**src/shared/pdmirq_defs.svh**
```systemverilog
// Register offsets, field positions and reset values of the event and interrupt-enable block.
`ifndef PDMIRQ_DEFS_SVH
`define PDMIRQ_DEFS_SVH
`define PDMIRQ_ADDR_W      12
`define PDMIRQ_OFS_BEGUN   12'h100
`define PDMIRQ_OFS_FINISH  12'h104
`define PDMIRQ_OFS_BUFDONE 12'h108
`define PDMIRQ_OFS_MASK    12'h300
`define PDMIRQ_OFS_SET     12'h304
`define PDMIRQ_OFS_CLR     12'h308
`define PDMIRQ_BIT_BEGUN   0
`define PDMIRQ_BIT_FINISH  1
`define PDMIRQ_BIT_BUFDONE 2
`define PDMIRQ_BIT_FLAG    0
`define PDMIRQ_FLAG_RST    1'h0
`define PDMIRQ_MASK_RST    3'h0
`endif

```
**src/shared/pdmirq_pkg.sv**
```systemverilog
// Types shared by the event and interrupt-enable block.
package pdmirq_pkg;
   typedef struct packed {
      logic        wr;
      logic        rd;
      logic [11:0] addr;
      logic [31:0] wdata;
   } pdmirq_bus_s;
   typedef struct packed {
      logic begun;
      logic finished;
      logic buf_done;
   } pdmirq_evt_s;
endpackage

```
**src/core/pdmirq_logic.sv**
```systemverilog
// Event flags, interrupt enable mask with set/clear aliases and interrupt request.
//
// The address-and-strobe port was left to the implementer.
`timescale 1ns/1ps
`include "pdmirq_defs.svh"

// Function
// RL1: Finished event sets transfer finished flag.
// RL2: Last sample stored sets buffer done flag.
// RL3: Early halt's last sample sets buffer done.
// RL4: Transfer start sets transfer begun flag.
// RL5: Read-write mask, one enable bit per event.
// RL6: Set alias enables ones; reads mask.
// RL7: Clear alias disables ones; reads mask.
// RL8: Software writes flags; zero clears them.
// RL9: Request when enabled flag set; zero writes inert.
module pdmirq_logic (
   // Clock and reset
   input  wire logic                      mclk,
   input  wire logic                      rst_n,
   // Register port
   input  wire pdmirq_pkg::pdmirq_bus_s   bus,
   output logic        [31:0]             rdata,
   // Receiver core event pulses
   input  wire pdmirq_pkg::pdmirq_evt_s   evt,
   // Interrupt request
   output logic                           irq
);

   // ****************************************************************
   // Address decode
   // ****************************************************************
   // Offsets are compared in full, so any unmapped offset hits nothing and is ignored.
   function automatic logic ofs_hit(input logic [11:0] a, input logic [11:0] ofs);
      ofs_hit = (a == ofs);
   endfunction

   wire hit_begun   = ofs_hit(bus.addr, `PDMIRQ_OFS_BEGUN);
   wire hit_finish  = ofs_hit(bus.addr, `PDMIRQ_OFS_FINISH);
   wire hit_bufdone = ofs_hit(bus.addr, `PDMIRQ_OFS_BUFDONE);
   wire hit_mask    = ofs_hit(bus.addr, `PDMIRQ_OFS_MASK);
   wire hit_set     = ofs_hit(bus.addr, `PDMIRQ_OFS_SET);
   wire hit_clr     = ofs_hit(bus.addr, `PDMIRQ_OFS_CLR);

   wire wr_begun   = bus.wr && hit_begun;
   wire wr_finish  = bus.wr && hit_finish;
   wire wr_bufdone = bus.wr && hit_bufdone;
   wire wr_mask    = bus.wr && hit_mask;
   wire wr_set     = bus.wr && hit_set;
   wire wr_clr     = bus.wr && hit_clr;

   // Only bit zero of a flag word carries state; the upper bits are ignored.
   wire wflag = bus.wdata[`PDMIRQ_BIT_FLAG];

   logic       flag_begun;
   logic       flag_finish;
   logic       flag_bufdone;
   logic [2:0] mask;

   // ****************************************************************
   // Event flags
   // ****************************************************************
   // A hardware event in the same cycle as a software write wins, so no event is lost.
   function automatic logic flag_next(input logic cur, input logic ev, input logic we,
                                      input logic wbit);
      flag_next = ev ? 1'b1 : (we ? wbit : cur);
   endfunction

   wire next_begun   = flag_next(flag_begun, evt.begun, wr_begun, wflag); // [RL4] [RL8]
   wire next_finish  = flag_next(flag_finish, evt.finished, wr_finish,
                                 wflag); // [RL1] [RL8]
   // The core pulses buf_done both at the sample limit and after an early halt.
   wire next_bufdone = flag_next(flag_bufdone, evt.buf_done, wr_bufdone,
                                 wflag); // [RL2] [RL3] [RL8]

   // ****************************************************************
   // Enable mask
   // ****************************************************************
   // A full mask write takes priority over the aliases; only one can hit per cycle anyway.
   wire [2:0] wbits = bus.wdata[`PDMIRQ_BIT_BUFDONE:`PDMIRQ_BIT_BEGUN];
   wire [2:0] next_mask = wr_mask ? wbits :                  // [RL5]
                          wr_set  ? (mask | wbits) :         // [RL6] [RL9]
                          wr_clr  ? (mask & ~wbits) : mask;  // [RL7] [RL9]

   wire [2:0] flags = {flag_bufdone, flag_finish, flag_begun};
   // The request is built from next values so that it moves in the same cycle as the flags.
   wire next_irq = |(next_mask & {next_bufdone, next_finish, next_begun}); // [RL9]

   // ****************************************************************
   // Read mux
   // ****************************************************************
   // All three mask offsets read back the same mask word.
   wire rd_mask = hit_mask || hit_set || hit_clr;
   // Read data fall back to zero outside a read, so stale words never linger on the port.
   wire [31:0] next_rdata =
      !bus.rd      ? 32'h0000_0000 :
      hit_begun    ? {31'h0, flag_begun} :
      hit_finish   ? {31'h0, flag_finish} :
      hit_bufdone  ? {31'h0, flag_bufdone} :
      rd_mask      ? {29'h0, mask} : 32'h0000_0000; // [RL6] [RL7]

   // ****************************************************************
   // Registers
   // ****************************************************************
   always_ff @(posedge mclk or negedge rst_n) begin
      if (!rst_n) begin
         flag_begun   <= `PDMIRQ_FLAG_RST;
         flag_finish  <= `PDMIRQ_FLAG_RST;
         flag_bufdone <= `PDMIRQ_FLAG_RST;
      end else begin
         flag_begun   <= next_begun;
         flag_finish  <= next_finish;
         flag_bufdone <= next_bufdone;
      end
   end

   always_ff @(posedge mclk or negedge rst_n) begin
      if (!rst_n) begin
         mask <= `PDMIRQ_MASK_RST;
      end else begin
         mask <= next_mask;
      end
   end

   always_ff @(posedge mclk or negedge rst_n) begin
      if (!rst_n) begin
         irq <= 1'b0;
      end else begin
         irq <= next_irq;
      end
   end

   always_ff @(posedge mclk or negedge rst_n) begin
      if (!rst_n) begin
         rdata <= 32'h0000_0000;
      end else begin
         rdata <= next_rdata;
      end
   end

   // ****************************************************************
   // Assertions
   // ****************************************************************
   finish_sets_a: assert property (@(posedge mclk) disable iff (!rst_n)
      evt.finished |=> flag_finish) else $error("finished flag not set"); // [RL1]
   bufdone_sets_a: assert property (@(posedge mclk) disable iff (!rst_n)
      evt.buf_done |=> flag_bufdone) else $error("buffer done flag not set"); // [RL2]
   bufdone_holds_a: assert property (@(posedge mclk) disable iff (!rst_n)
      evt.buf_done ##1 !(evt.buf_done || wr_bufdone) |=> flag_bufdone)
      else $error("buffer done flag lost"); // [RL3]
   begun_sets_a: assert property (@(posedge mclk) disable iff (!rst_n)
      evt.begun |=> flag_begun) else $error("begun flag not set"); // [RL4]
   mask_write_a: assert property (@(posedge mclk) disable iff (!rst_n)
      wr_mask |=> mask == $past(bus.wdata[2:0])) else $error("mask write wrong"); // [RL5]
   set_alias_a: assert property (@(posedge mclk) disable iff (!rst_n)
      wr_set |=> (mask & $past(bus.wdata[2:0])) == $past(bus.wdata[2:0]))
      else $error("set alias failed"); // [RL6]
   clr_alias_a: assert property (@(posedge mclk) disable iff (!rst_n)
      wr_clr |=> (mask & $past(bus.wdata[2:0])) == 3'h0) else $error("clear alias failed"); // [RL7]
   flag_clear_a: assert property (@(posedge mclk) disable iff (!rst_n)
      wr_finish && !bus.wdata[0] && !evt.finished |=> !flag_finish)
      else $error("flag clear failed"); // [RL8]
   irq_level_a: assert property (@(posedge mclk) disable iff (!rst_n)
      irq == |(mask & flags)) else $error("irq mismatch"); // [RL9]
   alias_read_a: assert property (@(posedge mclk) disable iff (!rst_n)
      bus.rd && rd_mask |=> rdata[2:0] == $past(mask)) else $error("alias read wrong"); // [RL6]
   rdata_idle_a: assert property (@(posedge mclk) disable iff (!rst_n)
      !bus.rd |=> rdata == 32'h0000_0000) else $error("read data not idle"); // [RL5]
   rdata_upper_a: assert property (@(posedge mclk) disable iff (!rst_n)
      rdata[31:3] == 29'h0) else $error("read data upper bits set"); // [RL5]
   event_wins_a: assert property (@(posedge mclk) disable iff (!rst_n)
      evt.finished && wr_finish |=> flag_finish) else $error("event lost to write"); // [RL1]
   begun_write_a: assert property (@(posedge mclk) disable iff (!rst_n)
      wr_begun && !wflag && !evt.begun |=> !flag_begun) else $error("begun clear failed"); // [RL8]
   bufdone_clear_a: assert property (@(posedge mclk) disable iff (!rst_n)
      wr_bufdone && !wflag && !evt.buf_done |=> !flag_bufdone)
      else $error("buffer done clear failed"); // [RL8]
   set_exact_a: assert property (@(posedge mclk) disable iff (!rst_n)
      wr_set |=> mask == ($past(mask) | $past(bus.wdata[2:0])))
      else $error("set alias disturbed mask"); // [RL9]
   clr_exact_a: assert property (@(posedge mclk) disable iff (!rst_n)
      wr_clr |=> mask == ($past(mask) & ~$past(bus.wdata[2:0])))
      else $error("clear alias disturbed mask"); // [RL9]
   mask_hold_a: assert property (@(posedge mclk) disable iff (!rst_n)
      !(wr_mask || wr_set || wr_clr) |=> $stable(mask)) else $error("mask changed"); // [RL5]
   finish_read_a: assert property (@(posedge mclk) disable iff (!rst_n)
      bus.rd && hit_finish |=> rdata[0] == $past(flag_finish))
      else $error("finished read wrong"); // [RL1]

endmodule // pdmirq_logic

```
**config.mk**
```make
export PLATFORM = sky130hd
export DESIGN_NAME = pdmirq_logic
export DESIGN_NICKNAME = d
export VERILOG_FILES = /design/src/shared/pdmirq_pkg.sv /design/src/core/pdmirq_logic.sv
export VERILOG_INCLUDE_DIRS = /design/src /design/src/shared
export SDC_FILE = /design/constraint.sdc
export NUM_CORES = 1
export LEC_CHECK = 0
export BUFFER_PORTS_ARGS = -buffer_cell sky130_fd_sc_hd__buf_2
export CORE_MARGIN = 2
export CORE_UTILIZATION = 35
export CTS_CLUSTER_DIAMETER = 60
export CTS_CLUSTER_SIZE = 20
export DETAILED_ROUTE_END_ITERATION = 6
export GPL_TIMING_DRIVEN = 0
export PLACE_DENSITY = 0.82
export SLEW_MARGIN = 10
export SYNTH_ARGS = -nofsm -noshare
export SYNTH_HDL_FRONTEND = slang
export SYNTH_SLANG_ARGS = --single-unit
```
**constraint.sdc**
```tcl
create_clock -name mclk -period 1.5 [get_ports mclk]
set_input_delay 0.075 -clock mclk [delete_from_list [all_inputs] [get_ports mclk]]
set_output_delay 0.075 -clock mclk [all_outputs]
set_load 0.01 [all_outputs]
```
==> results.json, run 1 <==
{
  "status": "completed",
  "synth_top_cell_by_area": "dfrtp_1",
  "clock_path_buffers": 2,
  "drt_iter0_markers": 2,
  "cp.required_ns": 1.65,
  "fmax_mhz": 681,
  "hold_viol_final": 0,
  "cts_sinks": 10,
  "synth_cell_types": 32,
  "synth_seq_area_share": 0.310,
  "postRouteAntennaNets": 0,
  "start_util": 0.368,
  "globalplace.congestion": 0.820,
  "end_kind": "flip-flop",
  "syn_area_um2": 807,
  "layout.nets": 196,
  "die-area_um2": 2710,
  "grt_pass1_vias": 625,
  "synth-seq-cells": 10,
  "drt_wl_total_um": 1590,
  "synth_most_common_cell": "buf_4",
  "die_w_um": 52.0,
  "max-slew-margin-rel": 0.653,
  "numCtsBuffers": 3,
  "htree_levels": 1,
  "critPathLaunchType": "input port",
  "power_w": 0.000679,
  "dieHeight_um": 52.0,
  "vias": 675,
  "syn_to_final_growth_pct": 42.5,
  "grt_pass1_wl_um": 2280,
  "timing.final.crit_share": 0.978,
  "synth_warnings": 0,
  "period_minus_slack_ns": 1.47,
  "maxCapViolations": 0,
  "fin_ws_ns": 0.0324,
  "gr-total-overflow": 0,
  "peakVddDrop_v": 0.000378,
  "path_class": "input port to flip-flop",
  "antenna_cells": 0,
  "rows": 17,
  "vias_per_cell": 3.92,
  "regArea_um2": 250,
  "port_buffers": 25,
  "ys.flop_type": "dfrtp_1",
  "clock-root-buffer": "clkbuf_4",
  "drc": 0,
  "grt_max_degree": 11,
  "async_flop_share": 1.00,
  "maxSlewViolCount": 0,
  "syn-instance-count": 84,
  "power_density_nw_per_um2": 591,
  "groute.usage.overall": 0.114,
  "multiInputGateArea_um2": 430,
  "synthTopCellsByCount": "buf_4, dfrtp_1, inv_1",
  "fillCellCount": 210,
  "antenna_found_initial": 0,
  "clock_skew_ns": 0.00648,
  "cp_max_fo": 5,
  "cp.arrival_ns": 1.62,
  "core_area_um2": 2190,
  "leakagePower_nw": 0.659,
  "synth_top_area_share": 0.310,
  "clkTransAtPathRegs_ns": 0.07,
  "place_ws_ns": -0.327,
  "synth_area_per_cell_um2": 9.61,
  "worst_slew_pin_slew_ns": 0.514,
  "setup_violations": 0,
  "tritoncts": "built",
  "routedWlPerCell_um": 9.27,
  "io_pins": 84,
  "clk_latency_ns": 0.26,
  "fin_setup_tns_ns": 0,
  "drive_gt1_frac": 0.458,
  "hp-class": "input port to flip-flop",
  "first_pass_iters": 2,
  "synth_edf_count": 0,
  "place_hpwl_um": 1280,
  "synth.top_cells.by_area": "dfrtp_1, buf_4, mux2i_1"
}
[critical path: stages]
cell and delay (ns):
buf_2 0.12, nor4_4 0.34, nand4_4 0.16, o41a_1 0.38
a211o_1 0.25, a221o_1 0.29
[through the flow]
| stage | area (um^2) | utilization | std cells | hold WS (ns) |
|---|---|---|---|---|
| after floorplan | 912 | - | 112 | -0.221 |
| after global placement | 1070 | 0.489 | 165 | -0.0644 |
| after detailed placement | 1070 | 0.489 | 165 | -0.0530 |
| after CTS | 1130 | 0.514 | 171 | 0.00226 |
| after global routing | 1150 | 0.525 | 172 | 0.0447 |
| final | 1150 | 0.525 | 172 | 0.0377 |
[area by class of cell]
type | count | area share
inverter | 6 | 0.0196
sequential | 10 | 0.218
timing repair buffer | 28 | 0.131
tap | 28 | 0.0305
multi-input combinational | 66 | 0.374
clock buffer | 4 | 0.0316
buffer | 30 | 0.196
[cell usage in the layout, fill, tap and decap left out, types with 2 or more instances in the layout]
cell type,netlist,final
buf_4,30,32
conb_1,1,29
buf_2,0,25
dfrtp_1,10,10
inv_1,6,6
nand4_1,3,3
mux2i_1,3,3
clkbuf_4,0,3
nor2_1,2,2
and2_1,2,2
nand2_1,2,2
a21o_1,2,2
a22o_1,2,2
[what timing repair did]
item | 4_1_cts | 5_1_grt
endpoints found under the setup margin | 1 | 1
gates cloned | 0 | 0
resized for setup | 0 | 3
buffers inserted | 1 | 1
hold endpoints to repair | 10 | 0
hold buffers | 1 | 0
pin swaps | 1 | 4
[power by group]
| part | switching (W) | total, W | leakage, nW | internal (W) |
|---|---|---|---|---|
| Clock | 0.0000891 | 0.000236 | 0.0210 | 0.000147 |
| Combinational | 0.0000854 | 0.000172 | 0.514 | 0.0000863 |
| Sequential | 0.000000462 | 0.000271 | 0.124 | 0.000271 |
[sequential cells by signal, summed over array words and instances, names as in the netlist]
signal,count
rdata,3
flag_begun,1
irq,1
flag_finish,1
mask,3
flag_bufdone,1
[worst paths after layout]
path                         startpoint           end  slack, ns  depth (start not counted)
setup reg to reg           flag_bufdone           irq       0.31                          3
min in group asynchronous         rst_n      rdata[0]       0.19                          2
hold reg to reg                 mask[2]      rdata[2]       0.49                          1
max in group asynchronous         rst_n    flag_begun       1.11                          2
hold / removal                   evt[0]  flag_bufdone       0.04                          3
setup / recovery                bus[38]           irq       0.03                          6
[layer usage]
layer	global-route usage	vias up	wire, um
met4	0.0395	0	6
met2	0.215	27	850
met3	0.0431	2	128
met1	0.112	288	609
met5	0	-	0
li1	-	358	-
[cell families (layout without fill, tap and decap cells)]
| kind of cell | after synthesis | in the layout | share of synthesized area |
|---|---|---|---|
| buf+inv | 36 | 68 | 0.307 |
| simple gates | 21 | 21 | 0.205 |
| compound gates | 13 | 13 | 0.136 |
| flops | 10 | 10 | 0.310 |
| mux | 3 | 3 | 0.0372 |
| other cells | 1 | 29 | 0.00465 |
No activity file was read; power rests on OpenSTA's default activity.
==> inputs of run 2 (changes only) <==
Settings changed: REMOVE_ABC_BUFFERS set to 1.
==> results.json, run 2 (synthesis gave the netlist of run 1 again) <==
{
  "vias_per_cell": 4.13,
  "top_regs": "mask (3), rdata (3)",
  "p_sw_w": 0.000162,
  "globalplace.congestion": 0.813,
  "worst_hold_slack_ns": 0.0101,
  "hold-path-cell-count": 3,
  "hp-class": "input port to flip-flop",
  "power_frac_comb": 0.182,
  "cp.arrival_ns": 1.57,
  "drt_wl_total_um": 1340,
  "critPathMaxStageDelay_ns": 0.34,
  "groute.usage.overall": 0.107,
  "htree_levels": 1,
  "hold_viol_final": 0,
  "core_area_um2": 2190,
  "rows": 17,
  "die-area_um2": 2710,
  "drive_gt1_frac": 0.316,
  "routedWlPerCell_um": 9.41,
  "postRouteAntennaNets": 0,
  "place_inst": 135,
  "first_pass_iters": 2,
  "leakagePower_nw": 0.499,
  "grt_pass1_vias": 538,
  "r2r_cells": 3,
  "tritoncts": "built",
  "place_hpwl_um": 1140,
  "clock-root-buffer": "clkbuf_4",
  "fin_util": 0.424,
  "drt_iter0_markers": 2,
  "pwr-share-seq": 0.438,
  "antenna_cells": 0,
  "maxCapViolations": 0,
  "die_w_um": 52.0,
  "layout.nets": 166,
  "cp.required_ns": 1.65,
  "gr-total-overflow": 0,
  "period_minus_slack_ns": 1.42,
  "start_util": 0.368,
  "drc": 0,
  "final_cell_mix": "conb_1, buf_2, dfrtp_1",
  "crit_chain": "buf_6, nor4_4, buf_4, nand4_1, o21a_1, o2bb2a_2, a221o_1",
  "setup_violations": 0,
  "clkTransAtPathRegs_ns": 0.06,
  "status": "completed",
  "final_cell_count_no_fill": 142,
  "numCtsBuffers": 3,
  "port_buffers": 25,
  "grt_max_degree": 14,
  "peakVddDrop_v": 0.000310,
  "io_pins": 84,
  "internal-power_w": 0.000457,
  "critPathLaunchType": "input port",
  "timing.final.crit_share": 0.947,
  "clock_skew_ns": 0.00560,
  "cp_slowest_cell": "nor4_4",
  "clk_latency_ns": 0.27,
  "reg2reg_slack_ns": 0.32,
  "path_class": "input port to flip-flop",
  "dieHeight_um": 52.0,
  "maxSlewViolCount": 0,
  "p_sw_frac": 0.262,
  "layout_commonest_cell": "conb_1",
  "syn_to_final_growth_pct": 15.0,
  "grt_pass1_wl_um": 2120,
  "antenna_found_initial": 0,
  "fmax_mhz": 704,
  "power_w": 0.000620,
  "end_kind": "flip-flop",
  "clock_path_buffers": 2,
  "vias": 587,
  "clkPwrFrac": 0.380,
  "cp_max_fo": 3,
  "power_density_nw_per_um2": 667,
  "cts_sinks": 10
}
-- run 2: final timing paths --
kind                                 to         start
max                                 irq       bus[37]
min                        flag_bufdone        evt[0]
max reg2reg                         irq  flag_bufdone
min reg2reg                    rdata[1]       mask[1]
max in group asynchronous   flag_finish         rst_n
min in group asynchronous      rdata[0]         rst_n
-- run 2: critical path: cells and delay by family --
family / cells / cell delay [ns]
buf+inv: 2 / 0.27
compound gates: 3 / 0.73
simple gates: 2 / 0.49
-- run 2: through the flow --
stage | area (um^2) | TNS (ns) | setup slack, ns
2_1_floorplan | 687 | -0.112 | -0.112
3_3_place_gp | 847 | -0.373 | -0.317
3_5_place_dp | 847 | -0.465 | -0.348
4_1_cts | 901 | 0 | 0.00178
5_1_grt | 928 | -0.00197 | -0.00197
6_report | 928 | 0 | 0.0796
-- run 2: timing repair --
action / CTS / global route
cloned: 0 / 0
endpoints found under the hold margin: 10 / 0
endpoints found under the setup margin: 1 / 1
setup buffers: 1 / 1
resized for setup: 0 / 4
pin swaps: 1 / 5
hold buffers: 1 / 0
-- run 2: routing by layer --
layer  vias to the layer above  part of all wire  global-route usage
li1                        296                 -                   -
met1                       258              0.36              0.0964
met2                        31              0.51               0.198
met3                         2              0.12              0.0489
met4                         0             0.010              0.0526
met5                         -                 0                   0
-- run 2: area by class of cell --
cell class / instances / area [um^2]
clock buffer: 4 / 36.3
fill: 210 / 1260
inverter: 6 / 22.5
multi-input combinational: 66 / 422
sequential: 10 / 250
tap: 28 / 35.0
timing repair buffer: 28 / 163
-- run 2: power by group through the flow --
stage	sequential [W]	clock [W]	combinational, W
after floorplan	0.000277	0	0.0000537
after global placement	0.000276	0	0.000101
after detailed placement	0.000276	0	0.000104
after CTS	0.000271	0.000243	0.000107
after global routing	0.000271	0.000257	0.000127
final	0.000271	0.000235	0.000113
==> inputs of run 3 (changes only) <==
Settings changed: CORE_MARGIN 2 to not set.
==> results.json, run 3 (synthesis gave the netlist of run 1 again) <==
{
  "drt_wl_total_um": 1320,
  "rsz0062_at_grt": "yes",
  "vias_per_cell": 4.23,
  "clk_latency_ns": 0.26,
  "clock_path_buffers": 2,
  "critical-path-top-delay-family": "compound AO/OA/AOI/OAI gates",
  "antenna_cells": 0,
  "status": "completed",
  "die_w_um": 50.0,
  "cp_slowest_cell": "nor4_4",
  "tritoncts": "built",
  "path_class": "input port to flip-flop",
  "final_cell_mix": "conb_1, buf_2, dfrtp_1",
  "start_util": 0.368,
  "cts_sinks": 10,
  "drive_gt1_frac": 0.313,
  "grt_pass1_wl_um": 2080,
  "power_density_nw_per_um2": 662,
  "peakVddDrop_v": 0.000526,
  "clkTransAtPathRegs_ns": 0.06,
  "postRouteAntennaNets": 0,
  "htree_levels": 1,
  "first_pass_iters": 3,
  "grt_pass1_vias": 518,
  "critPathLaunchType": "input port",
  "antenna_found_initial": 0,
  "layout.nets": 167,
  "maxCapViolations": 0,
  "gr-total-overflow": 0,
  "end_kind": "flip-flop",
  "dieHeight_um": 50.0,
  "syn_to_final_growth_pct": 15.5,
  "groute.usage.overall": 0.118,
  "layout_commonest_cell": "conb_1",
  "leakagePower_nw": 0.500,
  "place_hpwl_um": 1100,
  "setup_violations": 0,
  "drc": 0,
  "cp.required_ns": 1.65,
  "timing.final.crit_share": 0.973,
  "critPathMaxStageDelay_ns": 0.37,
  "clock_skew_ns": 0.00192,
  "worst_hold_slack_ns": 0.0433,
  "maxSlewViolCount": 0,
  "fmax_mhz": 685,
  "fin_util": 0.425,
  "die-area_um2": 2500,
  "crit_chain": "buf_6, nor4_4, buf_4, nand4_1, a21o_1, a22o_1, a221o_1",
  "grt_max_degree": 14,
  "fin_ws_ns": 0.0405,
  "io_pins": 84,
  "clock-root-buffer": "clkbuf_4",
  "drt_iter0_markers": 5,
  "vias": 605,
  "globalplace.congestion": 0.818,
  "hp-class": "input port to flip-flop",
  "rows": 17,
  "numCtsBuffers": 3,
  "cp.arrival_ns": 1.61,
  "hold_viol_final": 0,
  "core_area_um2": 2190,
  "place_ws_ns": -0.346,
  "port_buffers": 25,
  "top_regs": "mask (3), rdata (3)",
  "cp_max_fo": 3,
  "power_w": 0.000617,
  "crit_buf_inv": 2,
  "routedWlPerCell_um": 9.22,
  "period_minus_slack_ns": 1.46
}
run 3: cell types whose count changed in the layout (fill, tap and decap cells not counted):
cell,change
dlygate4sd3_1,+1
nor3b_2,+1
nor3b_4,-1
run 3: worst paths after layout:
kind,startpoint,end,slack [ns],cells after the start
worst max register to register,flag_begun,irq,0.34,3
worst min-delay path,evt[2],flag_begun,0.04,2
worst min register to register,mask[1],rdata[1],0.48,1
min in group asynchronous,rst_n,rdata[2],0.20,2
worst max-delay path,bus[37],irq,0.04,7
max in group asynchronous,rst_n,mask[0],1.12,2
run 3: worst reg2reg max path, cell delays in order, from the launching register on:
cell	delay [ns]
dfrtp_1	0.38
o41a_1	0.11
a211o_1	0.25
a221o_1	0.32
run 3: timing repair:
action / in CTS / in global routing
cloned: 0 / 0
hold buffers: 2 / 0
hold endpoints to repair: 11 / 0
setup buffers: 2 / 0
resized for setup: 0 / 3
endpoints found under the setup margin: 1 / 1
pin swaps: 4 / 3
run 3: per-layer routing:
layer,global-route usage,up-vias,routed length [um]
met1,0.108,275,485
met3,0.0586,2,110
met4,0.0571,0,8
met2,0.213,29,714
met5,0,-,0
li1,-,299,-
run 3: power breakdown:
part / internal (W) / switching [W]
Combinational: 0.0000394 / 0.0000726
Sequential: 0.000271 / 0.000000486
Clock: 0.000147 / 0.0000864
Total: 0.000457 / 0.000160
run 3: stage by stage:
step | area, um^2 | cells | setup TNS [ns]
2_1_floorplan | 687 | 82 | -0.112
3_3_place_gp | 847 | 135 | -0.373
3_5_place_dp | 847 | 135 | -0.462
4_1_cts | 918 | 143 | 0
5_1_grt | 932 | 143 | -0.0118
6_report | 932 | 143 | 0
run 3: cell type report:
cell class / count / area (um^2)
timing repair buffer: 29 / 173
fill: 235 / 1260
multi-input combinational: 66 / 415
clock buffer: 4 / 36.3
tap: 28 / 35.0
sequential: 10 / 250
inverter: 6 / 22.5
